--- src/rtl/cct_pkg.sv ---
// Purpose: shared constants of the 16-bit capture/compare timer
// Assumes: byte-wide register port, one clock
// Notes: offsets are register indexes on a 4-bit address
package cct_pkg;
    // ******
    // register indexes
    // ******
    localparam logic [3:0] ADDR_CTRL1 = 4'h0;
    localparam logic [3:0] ADDR_CTRL2 = 4'h1;
    localparam logic [3:0] ADDR_STATUS = 4'h2;
    localparam logic [3:0] ADDR_CAP1H = 4'h3;
    localparam logic [3:0] ADDR_CAP1L = 4'h4;
    localparam logic [3:0] ADDR_CMP1H = 4'h5;
    localparam logic [3:0] ADDR_CMP1L = 4'h6;
    localparam logic [3:0] ADDR_CAP2H = 4'h7;
    localparam logic [3:0] ADDR_CAP2L = 4'h8;
    localparam logic [3:0] ADDR_CMP2H = 4'h9;
    localparam logic [3:0] ADDR_CMP2L = 4'hA;
    localparam logic [3:0] ADDR_CNTH = 4'hB;
    localparam logic [3:0] ADDR_CNTL = 4'hC;
    localparam logic [3:0] ADDR_ACNTH = 4'hD;
    localparam logic [3:0] ADDR_ACNTL = 4'hE;
    // ******
    // first control register bits
    // ******
    localparam int C1_CAP_IE = 7;
    localparam int C1_CMP_IE = 6;
    localparam int C1_OVF_IE = 5;
    localparam int C1_LVL2 = 2;
    localparam int C1_EDGE1 = 1;
    localparam int C1_LVL1 = 0;
    // ******
    // second control register bits
    // ******
    localparam int C2_PINEN1 = 7;
    localparam int C2_PINEN2 = 6;
    localparam int C2_SPULSE = 5;
    localparam int C2_PWM = 4;
    localparam int C2_CSEL_HI = 3;
    localparam int C2_CSEL_LO = 2;
    localparam int C2_EDGE2 = 1;
    localparam int C2_EXTEDGE = 0;
    // ******
    // status register bits
    // ******
    localparam int ST_CAPF1 = 7;
    localparam int ST_CMPF1 = 6;
    localparam int ST_OVF = 5;
    localparam int ST_CAPF2 = 4;
    localparam int ST_CMPF2 = 3;
    // ******
    // values and clock selection
    // ******
    localparam logic [15:0] CNT_RESET = 16'h0000;
    localparam logic [15:0] CNT_RELOAD = 16'hFFFC;
    localparam logic [15:0] CNT_MAX = 16'hFFFF;
    localparam logic [15:0] CMP_RESET = 16'h8000;
    localparam logic [7:0] CTRL_RESET = 8'h00;
    typedef enum logic [1:0] {
        CCT_DIV4 = 2'b00,
        CCT_DIV2 = 2'b01,
        CCT_DIV8 = 2'b10,
        CCT_EXT = 2'b11
    } cct_csel_t;
    localparam logic [2:0] PRE_END2 = 3'h1;
    localparam logic [2:0] PRE_END4 = 3'h3;
    localparam logic [2:0] PRE_END8 = 3'h7;
endpackage

--- src/rtl/cct_cap_if.sv ---
// Purpose: signals between timer core and one capture channel
// Assumes: single clock domain
// Notes: core drives pin, edge, count and read strobes
`timescale 1ns/1ps
interface cct_cap_if;
    logic pinLevel;
    logic edgeSel;
    logic allow;
    logic [15:0] count;
    logic rdHigh;
    logic rdLow;
    logic [15:0] value;
    logic evt;
    modport core (output pinLevel, edgeSel, allow, count, rdHigh, rdLow, input value, evt);
    modport chan (input pinLevel, edgeSel, allow, count, rdHigh, rdLow, output value, evt);
endinterface

--- src/rtl/cct_capture.sv ---
// Purpose: one input capture channel
// Assumes: pin synchronous to core_clk
// Notes: evt pulses one cycle per active edge
`timescale 1ns/1ps
module cct_capture (
    input wire logic core_clk, // core clock
    input wire logic sys_rst, // sync reset, high
    cct_cap_if.chan cap // link to the core
);
    logic pinPrev_reg;
    logic hold_reg;
    logic [15:0] value_reg;
    // ******
    // edge detection
    // ******
    // edge polarity picked per channel
    wire rise = cap.pinLevel & ~pinPrev_reg;
    wire fall = ~cap.pinLevel & pinPrev_reg;
    wire hit = cap.allow & (cap.edgeSel ? rise : fall);
    assign cap.evt = hit;
    assign cap.value = value_reg;
    // ******
    // transfer and read hold-off
    // ******
    // high read freezes the value until low read
    always_ff @(posedge core_clk) begin
        if (sys_rst) begin
            pinPrev_reg <= cap.pinLevel; // no false edge after reset
            hold_reg <= 1'b0;
            value_reg <= cct_pkg::CNT_RESET;
        end else begin
            pinPrev_reg <= cap.pinLevel;
            if (cap.rdHigh) begin
                hold_reg <= 1'b1;
            end else if (cap.rdLow) begin
                hold_reg <= 1'b0;
            end
            if (hit && !hold_reg) begin
                value_reg <= cap.count;
            end
        end
    end
endmodule // cct_capture

--- src/rtl/cct_timer16.sv ---
// Purpose: 16-bit free-running timer, two captures, two compares
// Assumes: byte register port, read data one cycle after strobe
// Notes: forced compare and pulse waveforms are not built here
// Operation
// - high byte read buffers low byte until read
// - lone low byte read returns live count
// - wrap to zero sets overflow flag
// - overflow request needs enable and clear mask
// - overflow flag cleared by status then low access
// - alternate low byte never clears overflow
// - runs in wait, freezes in halt
// - both select bits choose external pin edge
// - external pin synced on falling clock edge
// - active edge copies count, sets capture flag
// - per-channel capture edge select bits
// - shared capture enable gates capture request
// - capture flag cleared by status then low access
// - high read holds capture until low read
// - pulse modes disable capture channel one
// - capture pins always connected to timer
// - compare registers software only, reset 8000h
// - match sets flag and drives enabled pin
// - compare request; flag cleared two-step or by a low write alone
// - high write inhibits compare until low write
// - divide-by-2 matches count, others count plus one
// - disabled pin stays port, request still possible
// - internal clock divided by 2, 4 or 8
// - counter low write reloads FFFCh
// - alternate pair reads same count, low write also reloads
//
// Local design decisions: the register offsets and strobed register access.
`timescale 1ns/1ps
module cct_timer16 (
    input wire logic core_clk, // 40 MHz core clock
    input wire logic sys_rst, // sync reset, high
    input wire logic [3:0] regAddr, // register index
    input wire logic [7:0] regWdata, // write data
    input wire logic regWr, // write strobe
    input wire logic regRd, // read strobe
    output logic [7:0] regRdata, // read data, next cycle
    input wire logic cpuIntMask, // cpu global mask, high masks
    input wire logic haltMode, // cpu halt state
    input wire logic extClkPin, // external count clock
    input wire logic [1:0] capPin, // capture inputs
    output logic [1:0] cmpPin, // compare pin levels
    output logic [1:0] cmpPinOwned, // timer owns compare pin
    output logic timerIrq // timer interrupt request
);
    logic [7:0] ctrl1_reg;
    logic [7:0] ctrl2_reg;
    logic [15:0] count_reg;
    logic [15:0] count_next;
    logic [2:0] pre_reg;
    logic [7:0] lowBuf_reg;
    logic lowBufValid_reg;
    logic extMeta_reg;
    logic extSync_reg;
    logic extPrev_reg;
    logic ovf_reg;
    logic ovfArm_reg;
    logic [1:0] capFlag_reg;
    logic [1:0] capArm_reg;
    logic [1:0] cmpFlag_reg;
    logic [1:0] cmpArm_reg;
    logic [1:0] cmpLatch_reg;
    logic [1:0] cmpInhibit_reg;
    logic [1:0] matchPrev_reg;
    logic [15:0] cmpVal_reg [2];
    logic [7:0] rdata_next;
    logic [7:0] rdMux;
    logic [1:0] capEvt;
    logic [1:0] matchNow;
    logic [15:0] capVal [2];
    // ******
    // register decode
    // ******
    // one wire per access kind keeps the flops short
    wire wrCtrl1 = regWr && regAddr == cct_pkg::ADDR_CTRL1;
    wire wrCtrl2 = regWr && regAddr == cct_pkg::ADDR_CTRL2;
    wire rdStatus = regRd && regAddr == cct_pkg::ADDR_STATUS;
    wire rdCntH = regRd && (regAddr == cct_pkg::ADDR_CNTH || regAddr == cct_pkg::ADDR_ACNTH);
    wire rdCntL = regRd && (regAddr == cct_pkg::ADDR_CNTL || regAddr == cct_pkg::ADDR_ACNTL);
    wire wrCntL = regWr && (regAddr == cct_pkg::ADDR_CNTL || regAddr == cct_pkg::ADDR_ACNTL);
    wire accCntL = (regRd || regWr) && regAddr == cct_pkg::ADDR_CNTL;
    wire [1:0] accCapL = {(regRd || regWr) && regAddr == cct_pkg::ADDR_CAP2L,
                          (regRd || regWr) && regAddr == cct_pkg::ADDR_CAP1L};
    wire [1:0] rdCapH = {regRd && regAddr == cct_pkg::ADDR_CAP2H,
                         regRd && regAddr == cct_pkg::ADDR_CAP1H};
    wire [1:0] rdCapL = {regRd && regAddr == cct_pkg::ADDR_CAP2L,
                         regRd && regAddr == cct_pkg::ADDR_CAP1L};
    wire [1:0] wrCmpH = {regWr && regAddr == cct_pkg::ADDR_CMP2H,
                         regWr && regAddr == cct_pkg::ADDR_CMP1H};
    wire [1:0] wrCmpL = {regWr && regAddr == cct_pkg::ADDR_CMP2L,
                         regWr && regAddr == cct_pkg::ADDR_CMP1L};
    wire [1:0] accCmpL = {(regRd || regWr) && regAddr == cct_pkg::ADDR_CMP2L,
                          (regRd || regWr) && regAddr == cct_pkg::ADDR_CMP1L};
    // ******
    // mode decode
    // ******
    wire [1:0] csel = {ctrl2_reg[cct_pkg::C2_CSEL_HI], ctrl2_reg[cct_pkg::C2_CSEL_LO]};
    wire pulseMode = ctrl2_reg[cct_pkg::C2_SPULSE] | ctrl2_reg[cct_pkg::C2_PWM];
    wire isDiv2 = csel == cct_pkg::CCT_DIV2;
    wire isExt = csel == cct_pkg::CCT_EXT;
    wire [7:0] status = {capFlag_reg[0], cmpFlag_reg[0], ovf_reg, capFlag_reg[1],
                         cmpFlag_reg[1], 3'b000};
    // ******
    // prescaler and count tick
    // ******
    // prescaler end value from the select code
    logic [2:0] preEnd;
    always_comb begin
        case (csel)
            cct_pkg::CCT_DIV2: preEnd = cct_pkg::PRE_END2;
            cct_pkg::CCT_DIV8: preEnd = cct_pkg::PRE_END8;
            default: preEnd = cct_pkg::PRE_END4;
        endcase
    end
    // active external edge; spacing of four clocks is the source's job
    wire extEdge = (extSync_reg ^ extPrev_reg) &
                   (ctrl2_reg[cct_pkg::C2_EXTEDGE] ? extSync_reg : ~extSync_reg);
    wire intTick = pre_reg == preEnd;
    // halt freezes everything that counts, wait has no effect
    wire tick = ~haltMode & (isExt ? extEdge : intTick);
    wire wrap = tick && !wrCntL && count_reg == cct_pkg::CNT_MAX;
    // ******
    // counter next value
    // ******
    // software reload beats a tick in the same cycle
    always_comb begin
        count_next = count_reg;
        if (wrCntL) begin
            count_next = cct_pkg::CNT_RELOAD;
        end else if (tick) begin
            count_next = count_reg + 16'h0001;
        end
    end
    // ******
    // external clock synchroniser
    // ******
    // first stage on the falling edge halves the settle window
    always_ff @(negedge core_clk) begin
        if (sys_rst) begin
            extMeta_reg <= 1'b0;
        end else begin
            extMeta_reg <= extClkPin;
        end
    end
    always_ff @(posedge core_clk) begin
        if (sys_rst) begin
            extSync_reg <= 1'b0;
            extPrev_reg <= 1'b0;
        end else begin
            extSync_reg <= extMeta_reg;
            extPrev_reg <= extSync_reg;
        end
    end
    // ******
    // counter and prescaler
    // ******
    always_ff @(posedge core_clk) begin
        if (sys_rst) begin
            count_reg <= cct_pkg::CNT_RESET;
            pre_reg <= 3'h0;
        end else begin
            count_reg <= count_next;
            if (wrCntL || intTick) begin
                pre_reg <= 3'h0;
            end else if (!haltMode) begin
                pre_reg <= pre_reg + 3'h1;
            end
        end
    end
    // ******
    // control registers
    // ******
    always_ff @(posedge core_clk) begin
        if (sys_rst) begin
            ctrl1_reg <= cct_pkg::CTRL_RESET;
            ctrl2_reg <= cct_pkg::CTRL_RESET;
        end else begin
            if (wrCtrl1) begin
                ctrl1_reg <= regWdata;
            end
            if (wrCtrl2) begin
                ctrl2_reg <= regWdata;
            end
        end
    end
    // ******
    // 16-bit count read buffer
    // ******
    // repeated high reads must not refresh the frozen low byte
    always_ff @(posedge core_clk) begin
        if (sys_rst) begin
            lowBuf_reg <= 8'h00;
            lowBufValid_reg <= 1'b0;
        end else if (rdCntH && !lowBufValid_reg) begin
            lowBuf_reg <= count_reg[7:0];
            lowBufValid_reg <= 1'b1;
        end else if (rdCntL) begin
            lowBufValid_reg <= 1'b0;
        end
    end
    // ******
    // overflow flag
    // ******
    // a wrap in the clearing cycle keeps the flag set
    always_ff @(posedge core_clk) begin
        if (sys_rst) begin
            ovf_reg <= 1'b0;
            ovfArm_reg <= 1'b0;
        end else begin
            if (wrap) begin
                ovf_reg <= 1'b1;
            end else if (accCntL && ovfArm_reg) begin
                ovf_reg <= 1'b0;
            end
            if (rdStatus) begin
                ovfArm_reg <= ovf_reg;
            end else if (accCntL) begin
                ovfArm_reg <= 1'b0;
            end
        end
    end
    // ******
    // capture channels
    // ******
    genvar gi;
    generate
        for (gi = 0; gi < 2; gi++) begin : gCap
            cct_cap_if capBus ();
            assign capBus.pinLevel = capPin[gi];
            assign capBus.edgeSel = (gi == 0) ? ctrl1_reg[cct_pkg::C1_EDGE1]
                                              : ctrl2_reg[cct_pkg::C2_EDGE2];
            assign capBus.allow = (gi == 0) ? ~pulseMode : 1'b1;
            assign capBus.count = count_reg;
            assign capBus.rdHigh = rdCapH[gi];
            assign capBus.rdLow = rdCapL[gi];
            assign capEvt[gi] = capBus.evt;
            assign capVal[gi] = capBus.value;
            cct_capture uCap (
                .core_clk(core_clk),
                .sys_rst(sys_rst),
                .cap(capBus)
            );
            // capture flag, event wins over the clear
            always_ff @(posedge core_clk) begin
                if (sys_rst) begin
                    capFlag_reg[gi] <= 1'b0;
                    capArm_reg[gi] <= 1'b0;
                end else begin
                    if (capEvt[gi]) begin
                        capFlag_reg[gi] <= 1'b1;
                    end else if (accCapL[gi] && capArm_reg[gi]) begin
                        capFlag_reg[gi] <= 1'b0;
                    end
                    if (rdStatus) begin
                        capArm_reg[gi] <= capFlag_reg[gi];
                    end else if (accCapL[gi]) begin
                        capArm_reg[gi] <= 1'b0;
                    end
                end
            end
        end
    endgenerate
    // ******
    // compare channels
    // ******
    generate
        for (gi = 0; gi < 2; gi++) begin : gCmp
            // slower clocks match one count later
            wire [15:0] target = isDiv2 ? cmpVal_reg[gi] : cmpVal_reg[gi] + 16'h0001;
            wire lvl = (gi == 0) ? ctrl1_reg[cct_pkg::C1_LVL1] : ctrl1_reg[cct_pkg::C1_LVL2];
            assign matchNow[gi] = ~cmpInhibit_reg[gi] && count_reg == target;
            wire hit = matchNow[gi] & ~matchPrev_reg[gi];
            assign cmpPinOwned[gi] = (gi == 0) ? ctrl2_reg[cct_pkg::C2_PINEN1]
                                               : ctrl2_reg[cct_pkg::C2_PINEN2];
            assign cmpPin[gi] = cmpLatch_reg[gi];
            always_ff @(posedge core_clk) begin
                if (sys_rst) begin
                    cmpVal_reg[gi] <= cct_pkg::CMP_RESET;
                    cmpInhibit_reg[gi] <= 1'b0;
                    cmpFlag_reg[gi] <= 1'b0;
                    cmpArm_reg[gi] <= 1'b0;
                    cmpLatch_reg[gi] <= 1'b0;
                    matchPrev_reg[gi] <= 1'b0;
                end else begin
                    matchPrev_reg[gi] <= matchNow[gi];
                    if (wrCmpH[gi]) begin
                        cmpVal_reg[gi][15:8] <= regWdata;
                        cmpInhibit_reg[gi] <= 1'b1;
                    end else if (wrCmpL[gi]) begin
                        cmpVal_reg[gi][7:0] <= regWdata;
                        cmpInhibit_reg[gi] <= 1'b0;
                    end
                    if (hit) begin
                        cmpFlag_reg[gi] <= 1'b1;
                    end else if (wrCmpL[gi] || (accCmpL[gi] && cmpArm_reg[gi])) begin
                        cmpFlag_reg[gi] <= 1'b0;
                    end
                    if (rdStatus) begin
                        cmpArm_reg[gi] <= cmpFlag_reg[gi];
                    end else if (accCmpL[gi]) begin
                        cmpArm_reg[gi] <= 1'b0;
                    end
                    // latch moves only on a match of an owned pin
                    if (hit && cmpPinOwned[gi]) begin
                        cmpLatch_reg[gi] <= lvl;
                    end
                end
            end
        end
    endgenerate
    // ******
    // interrupt request
    // ******
    // flags stay pending while masked
    wire capReq = ctrl1_reg[cct_pkg::C1_CAP_IE] & |capFlag_reg;
    wire cmpReq = ctrl1_reg[cct_pkg::C1_CMP_IE] & |cmpFlag_reg;
    wire ovfReq = ctrl1_reg[cct_pkg::C1_OVF_IE] & ovf_reg;
    assign timerIrq = ~cpuIntMask & (capReq | cmpReq | ovfReq);
    // ******
    // read mux
    // ******
    // unmapped indexes read as zero
    always_comb begin
        case (regAddr)
            cct_pkg::ADDR_CTRL1: rdMux = ctrl1_reg;
            cct_pkg::ADDR_CTRL2: rdMux = ctrl2_reg;
            cct_pkg::ADDR_STATUS: rdMux = status;
            cct_pkg::ADDR_CAP1H: rdMux = capVal[0][15:8];
            cct_pkg::ADDR_CAP1L: rdMux = capVal[0][7:0];
            cct_pkg::ADDR_CMP1H: rdMux = cmpVal_reg[0][15:8];
            cct_pkg::ADDR_CMP1L: rdMux = cmpVal_reg[0][7:0];
            cct_pkg::ADDR_CAP2H: rdMux = capVal[1][15:8];
            cct_pkg::ADDR_CAP2L: rdMux = capVal[1][7:0];
            cct_pkg::ADDR_CMP2H: rdMux = cmpVal_reg[1][15:8];
            cct_pkg::ADDR_CMP2L: rdMux = cmpVal_reg[1][7:0];
            cct_pkg::ADDR_CNTH, cct_pkg::ADDR_ACNTH: rdMux = count_reg[15:8];
            cct_pkg::ADDR_CNTL, cct_pkg::ADDR_ACNTL:
                rdMux = lowBufValid_reg ? lowBuf_reg : count_reg[7:0];
            default: rdMux = 8'h00;
        endcase
    end
    assign rdata_next = regRd ? rdMux : 8'h00;
    // read data stands only in the cycle after the strobe
    always_ff @(posedge core_clk) begin
        if (sys_rst) begin
            regRdata <= 8'h00;
        end else begin
            regRdata <= rdata_next;
        end
    end
endmodule // cct_timer16

--- config.mk ---
export PLATFORM = sky130hd
export DESIGN_NAME = cct_timer16
export DESIGN_NICKNAME = d
export VERILOG_FILES = /design/src/rtl/cct_pkg.sv /design/src/rtl/cct_cap_if.sv /design/src/rtl/cct_capture.sv /design/src/rtl/cct_timer16.sv
export SDC_FILE = /design/constraint.sdc
export NUM_CORES = 1
export LEC_CHECK = 0
export BUFFER_PORTS_ARGS = -buffer_cell sky130_fd_sc_hd__buf_2
export CAP_MARGIN = 15
export CORE_MARGIN = 2
export CORE_UTILIZATION = 56
export DETAILED_ROUTE_END_ITERATION = 8
export GPL_TIMING_DRIVEN = 0
export HOLD_SLACK_MARGIN = 0.08
export PLACE_DENSITY = 0.89
export SLEW_MARGIN = 40
export SYNTH_ARGS = -nofsm -noshare
export SYNTH_HDL_FRONTEND = slang
export SYNTH_SLANG_ARGS = --single-unit
--- constraint.sdc ---
create_clock -name core_clk -period 1.85 [get_ports core_clk]
set_clock_uncertainty 0.05 [all_clocks]
set_input_delay 0.37 -clock core_clk [delete_from_list [all_inputs] [get_ports core_clk]]
set_output_delay 0.37 -clock core_clk [all_outputs]
set_load 0.005 [all_outputs]
==> qor.yml <==
status: "finished, violations left"
failed_checks: "setup timing"
endpoint_kind: "register"
r2r_cells: 8
p_int_mw: 5.79
p_leak_nw: 3.56
fin_crit_ns: 2.33
cap_violations: 0
rsz0062_at_grt: "yes"
finalMaxSlewViolations: 0
slew_headroom_pct: 49.4
p_total_mw: 7.80
synth_area_per_cell_um2: 9.25
muxShareOfSynthArea_pct: 11.6
synth-compound-area-share_pct: 11.8
firstDrtPassIters: 6
grt_pass1_vias: 6731
cp.arrival_ns: 2.64
cts_root_buffer: "clkbuf_16"
overflow: 0
grtUsageTotal_pct: 37.6
report.final.setup_viol: 25
grt_start_max_net_pins: 17
grt_pass1_wl_um: 39700
die-area_um2: 14300
clock_latency_ns: 0.45
die_w_um: 120
synthTopCellsByCount: "107 x dfxtp_1, 93 x nor2_1, 79 x mux2i_1, 46 x a21oi_1, 46 x xnor2_1"
cts_buffer_depth: 2
clkPwrFrac_pct: 45.8
top_layer: "met4"
vias_per_cell: 6.59
cts.sinks: 139
synth_edf_count: 32
ys_seq_area_share_pct: 41.5
met3_length_um: 3170
vdd_drop_max_v: 0.000761
p_switching_mw: 2.01
worstSetupStartpointType: "register"
synth_most_common_cell: "dfxtp_1"
critical-path-max-stage-delay_ns: 0.49
dp_hpwl_um: 17800
hold_violations: 0
synth-async-reset-ratio_pct: 0
drtIter0Drc: 1057
synth_cell_type_count: 73
vias: 7146
syn_area_um2: 7470
hold_depth: 3
path_cells: "ha_4 > buf_4 > xnor2_1 > o31ai_1 > nand3_1 > a2111oi_4 > and4b_1 > o2bb2ai_2"
finalWeightedCongestion: 0.998
clk_pin_slew_worst_paths_ns: 0.06
synthAdderAreaFrac_pct: 0.670
synth_area_leaders: "dfxtp_1 29%, edfxtp_1 13%, mux2i_1 11%"
synth_seq_cells: 139
wl_met2_um: 12100
pwr-share-comb_pct: 11.5
synth_warnings: 0
initial_core_util_pct: 56.9
worstPathRequired_ns: 2.15
wl_met1_um: 10200
hp-class: "input port to register"
yosys.area.top_type: "dfxtp_1"
syn_nets: 833
hold_slack_ns: 0.231
wl_per_cell_um: 25.0
cts_buffers: 17
fin_ws_ns: -0.484
synthFlopType: "dfxtp_1"
worst_pin_slew_ns: 0.759
synth_xor_area_share_pct: 7.45
ios: 34
post-place-ws_ns: -0.908
area_delta_synth_final_pct: 26.1
drive_above_1_share_pct: 25.4
power_frac_seq_pct: 42.6
wirelength_um: 27200
diodes: 0
rows: 42
max_freq_mhz: 429
port_buffers: 29
die_h_um: 120
cts-htree-levels: 4
antenna_left: 0
cts_tree: "built"
netlist.area_leader.share_pct: 28.7
layout.nets: 923
post-route-period-util_pct: 126
antenna_found_initial: 0
synth_top_family_by_area: "simple AND/OR/NAND/NOR gates"
worstSetupPathType: "register to register"
synth_cells: 808
crit_slowest_cell: "edfxtp_1"
core_region_area_um2: 13100
synth-simple-area-share_pct: 22.9
swShare_pct: 25.8
remaining_drc_errors: 0
power_density_nw_per_um2: 828
path_max_fanout: 4
## final timing paths
| kind | slack (ns) | end | from |
|---|---|---|---|
| setup / recovery | -0.48 | cmpFlag_reg[1]$_SDFFE_PP0P_ | cmpVal_reg[1][1]$_SDFFCE_PN0P_ |
| hold / removal | 0.23 | ctrl1_reg[1]$_SDFFE_PP0P_ | regWdata[1] |
| setup reg to reg | -0.48 | cmpFlag_reg[1]$_SDFFE_PP0P_ | cmpVal_reg[1][1]$_SDFFCE_PN0P_ |
| hold reg to reg | 0.42 | ovfArm_reg$_SDFFE_PP0P_ | ovfArm_reg$_SDFFE_PP0P_ |
## area by class of cell
| class | instances | area [µm²] |
|---|---|---|
| Clock buffer | 21 | 472 |
| Fill cell | 976 | 3710 |
| Multi-Input combinational cell | 601 | 4570 |
| Buffer | 48 | 294 |
| Sequential cell | 139 | 3110 |
| Inverter | 8 | 30.0 |
| Clock inverter | 10 | 139 |
| Timing Repair Buffer | 82 | 594 |
| Tap cell | 176 | 220 |
## power by group through the flow
stage | Combinational, mW | Clock [mW] | Sequential, mW
finish | 0.901 | 3.58 | 3.33
global route | 0.941 | 3.69 | 3.33
CTS | 0.816 | 3.57 | 3.31
detailed placement | 0.726 | 0.00677 | 3.37
global placement | 0.712 | 0.00677 | 3.37
floorplan | 0.518 | 0.00677 | 3.31
## routing by layer
| layer | vias to the layer above | GRT usage, % |
|---|---|---|
| li1 | 3086 | - |
| met1 | 3423 | 48.3 |
| met2 | 494 | 58.0 |
| met3 | 143 | 9.36 |
| met4 | 0 | 21.2 |
| met5 | - | 0 |
## worst max-delay path: cells and delay by family (launching register included)
family	cells	cell delay (ns)
XOR/XNOR	1	0.12
buffers and inverters	1	0.13
adder cells (fa/ha/maj)	1	0.23
AO/OA/AOI/OAI	3	0.75
AND/OR/NAND/NOR	2	0.49
flip-flops	1	0.49
## cells in the final DEF (no fill, tap or decap), types with 7 or more instances in the layout
cell	instances
a21oi_1	43
a22oi_1	9
a31oi_1	12
and2_1	32
and3_1	9
buf_2	34
buf_4	47
buf_6	8
clkbuf_1	20
clkbuf_16	19
clkbuf_2	12
dfxtp_1	100
dfxtp_2	7
edfxtp_1	32
inv_1	9
mux2i_1	78
nand2_1	37
nand2b_1	11
nand3_1	18
nand3b_1	9
nand4_1	17
nor2_1	86
nor2b_1	13
nor3_1	11
nor3_2	11
o21ai_0	11
xnor2_1	43
xor2_1	15
## metrics by stage
step | util, % | instances | cell area [µm²] | TNS [ns]
2_1_floorplan | - | 808 | 7540 | -1.02
3_3_place_gp | 60.2 | 1013 | 7910 | -67.41
3_5_place_dp | 60.2 | 1013 | 7910 | -70.58
4_1_cts | 69.2 | 1065 | 9090 | -6.83
5_1_grt | 71.8 | 1085 | 9430 | -7.92
6_report | 71.8 | 1085 | 9430 | -6.22
## timing repair
item,4_1_cts,5_1_grt
hold endpoints to repair,2,0
gates resized for setup,84,52
setup buffers,28,21
setup endpoints to repair,107,105
hold buffers,2,0
gates cloned,1,1
pin swaps,26,13
## cell families after synthesis
kind of cell | count (synthesis)
xor+xnor | 62
buf+inv | 68
simple gates | 320
fa+ha+maj | 4
flops | 139
mux | 84
compound gates | 131
Power figures use the tool's default switching activity.
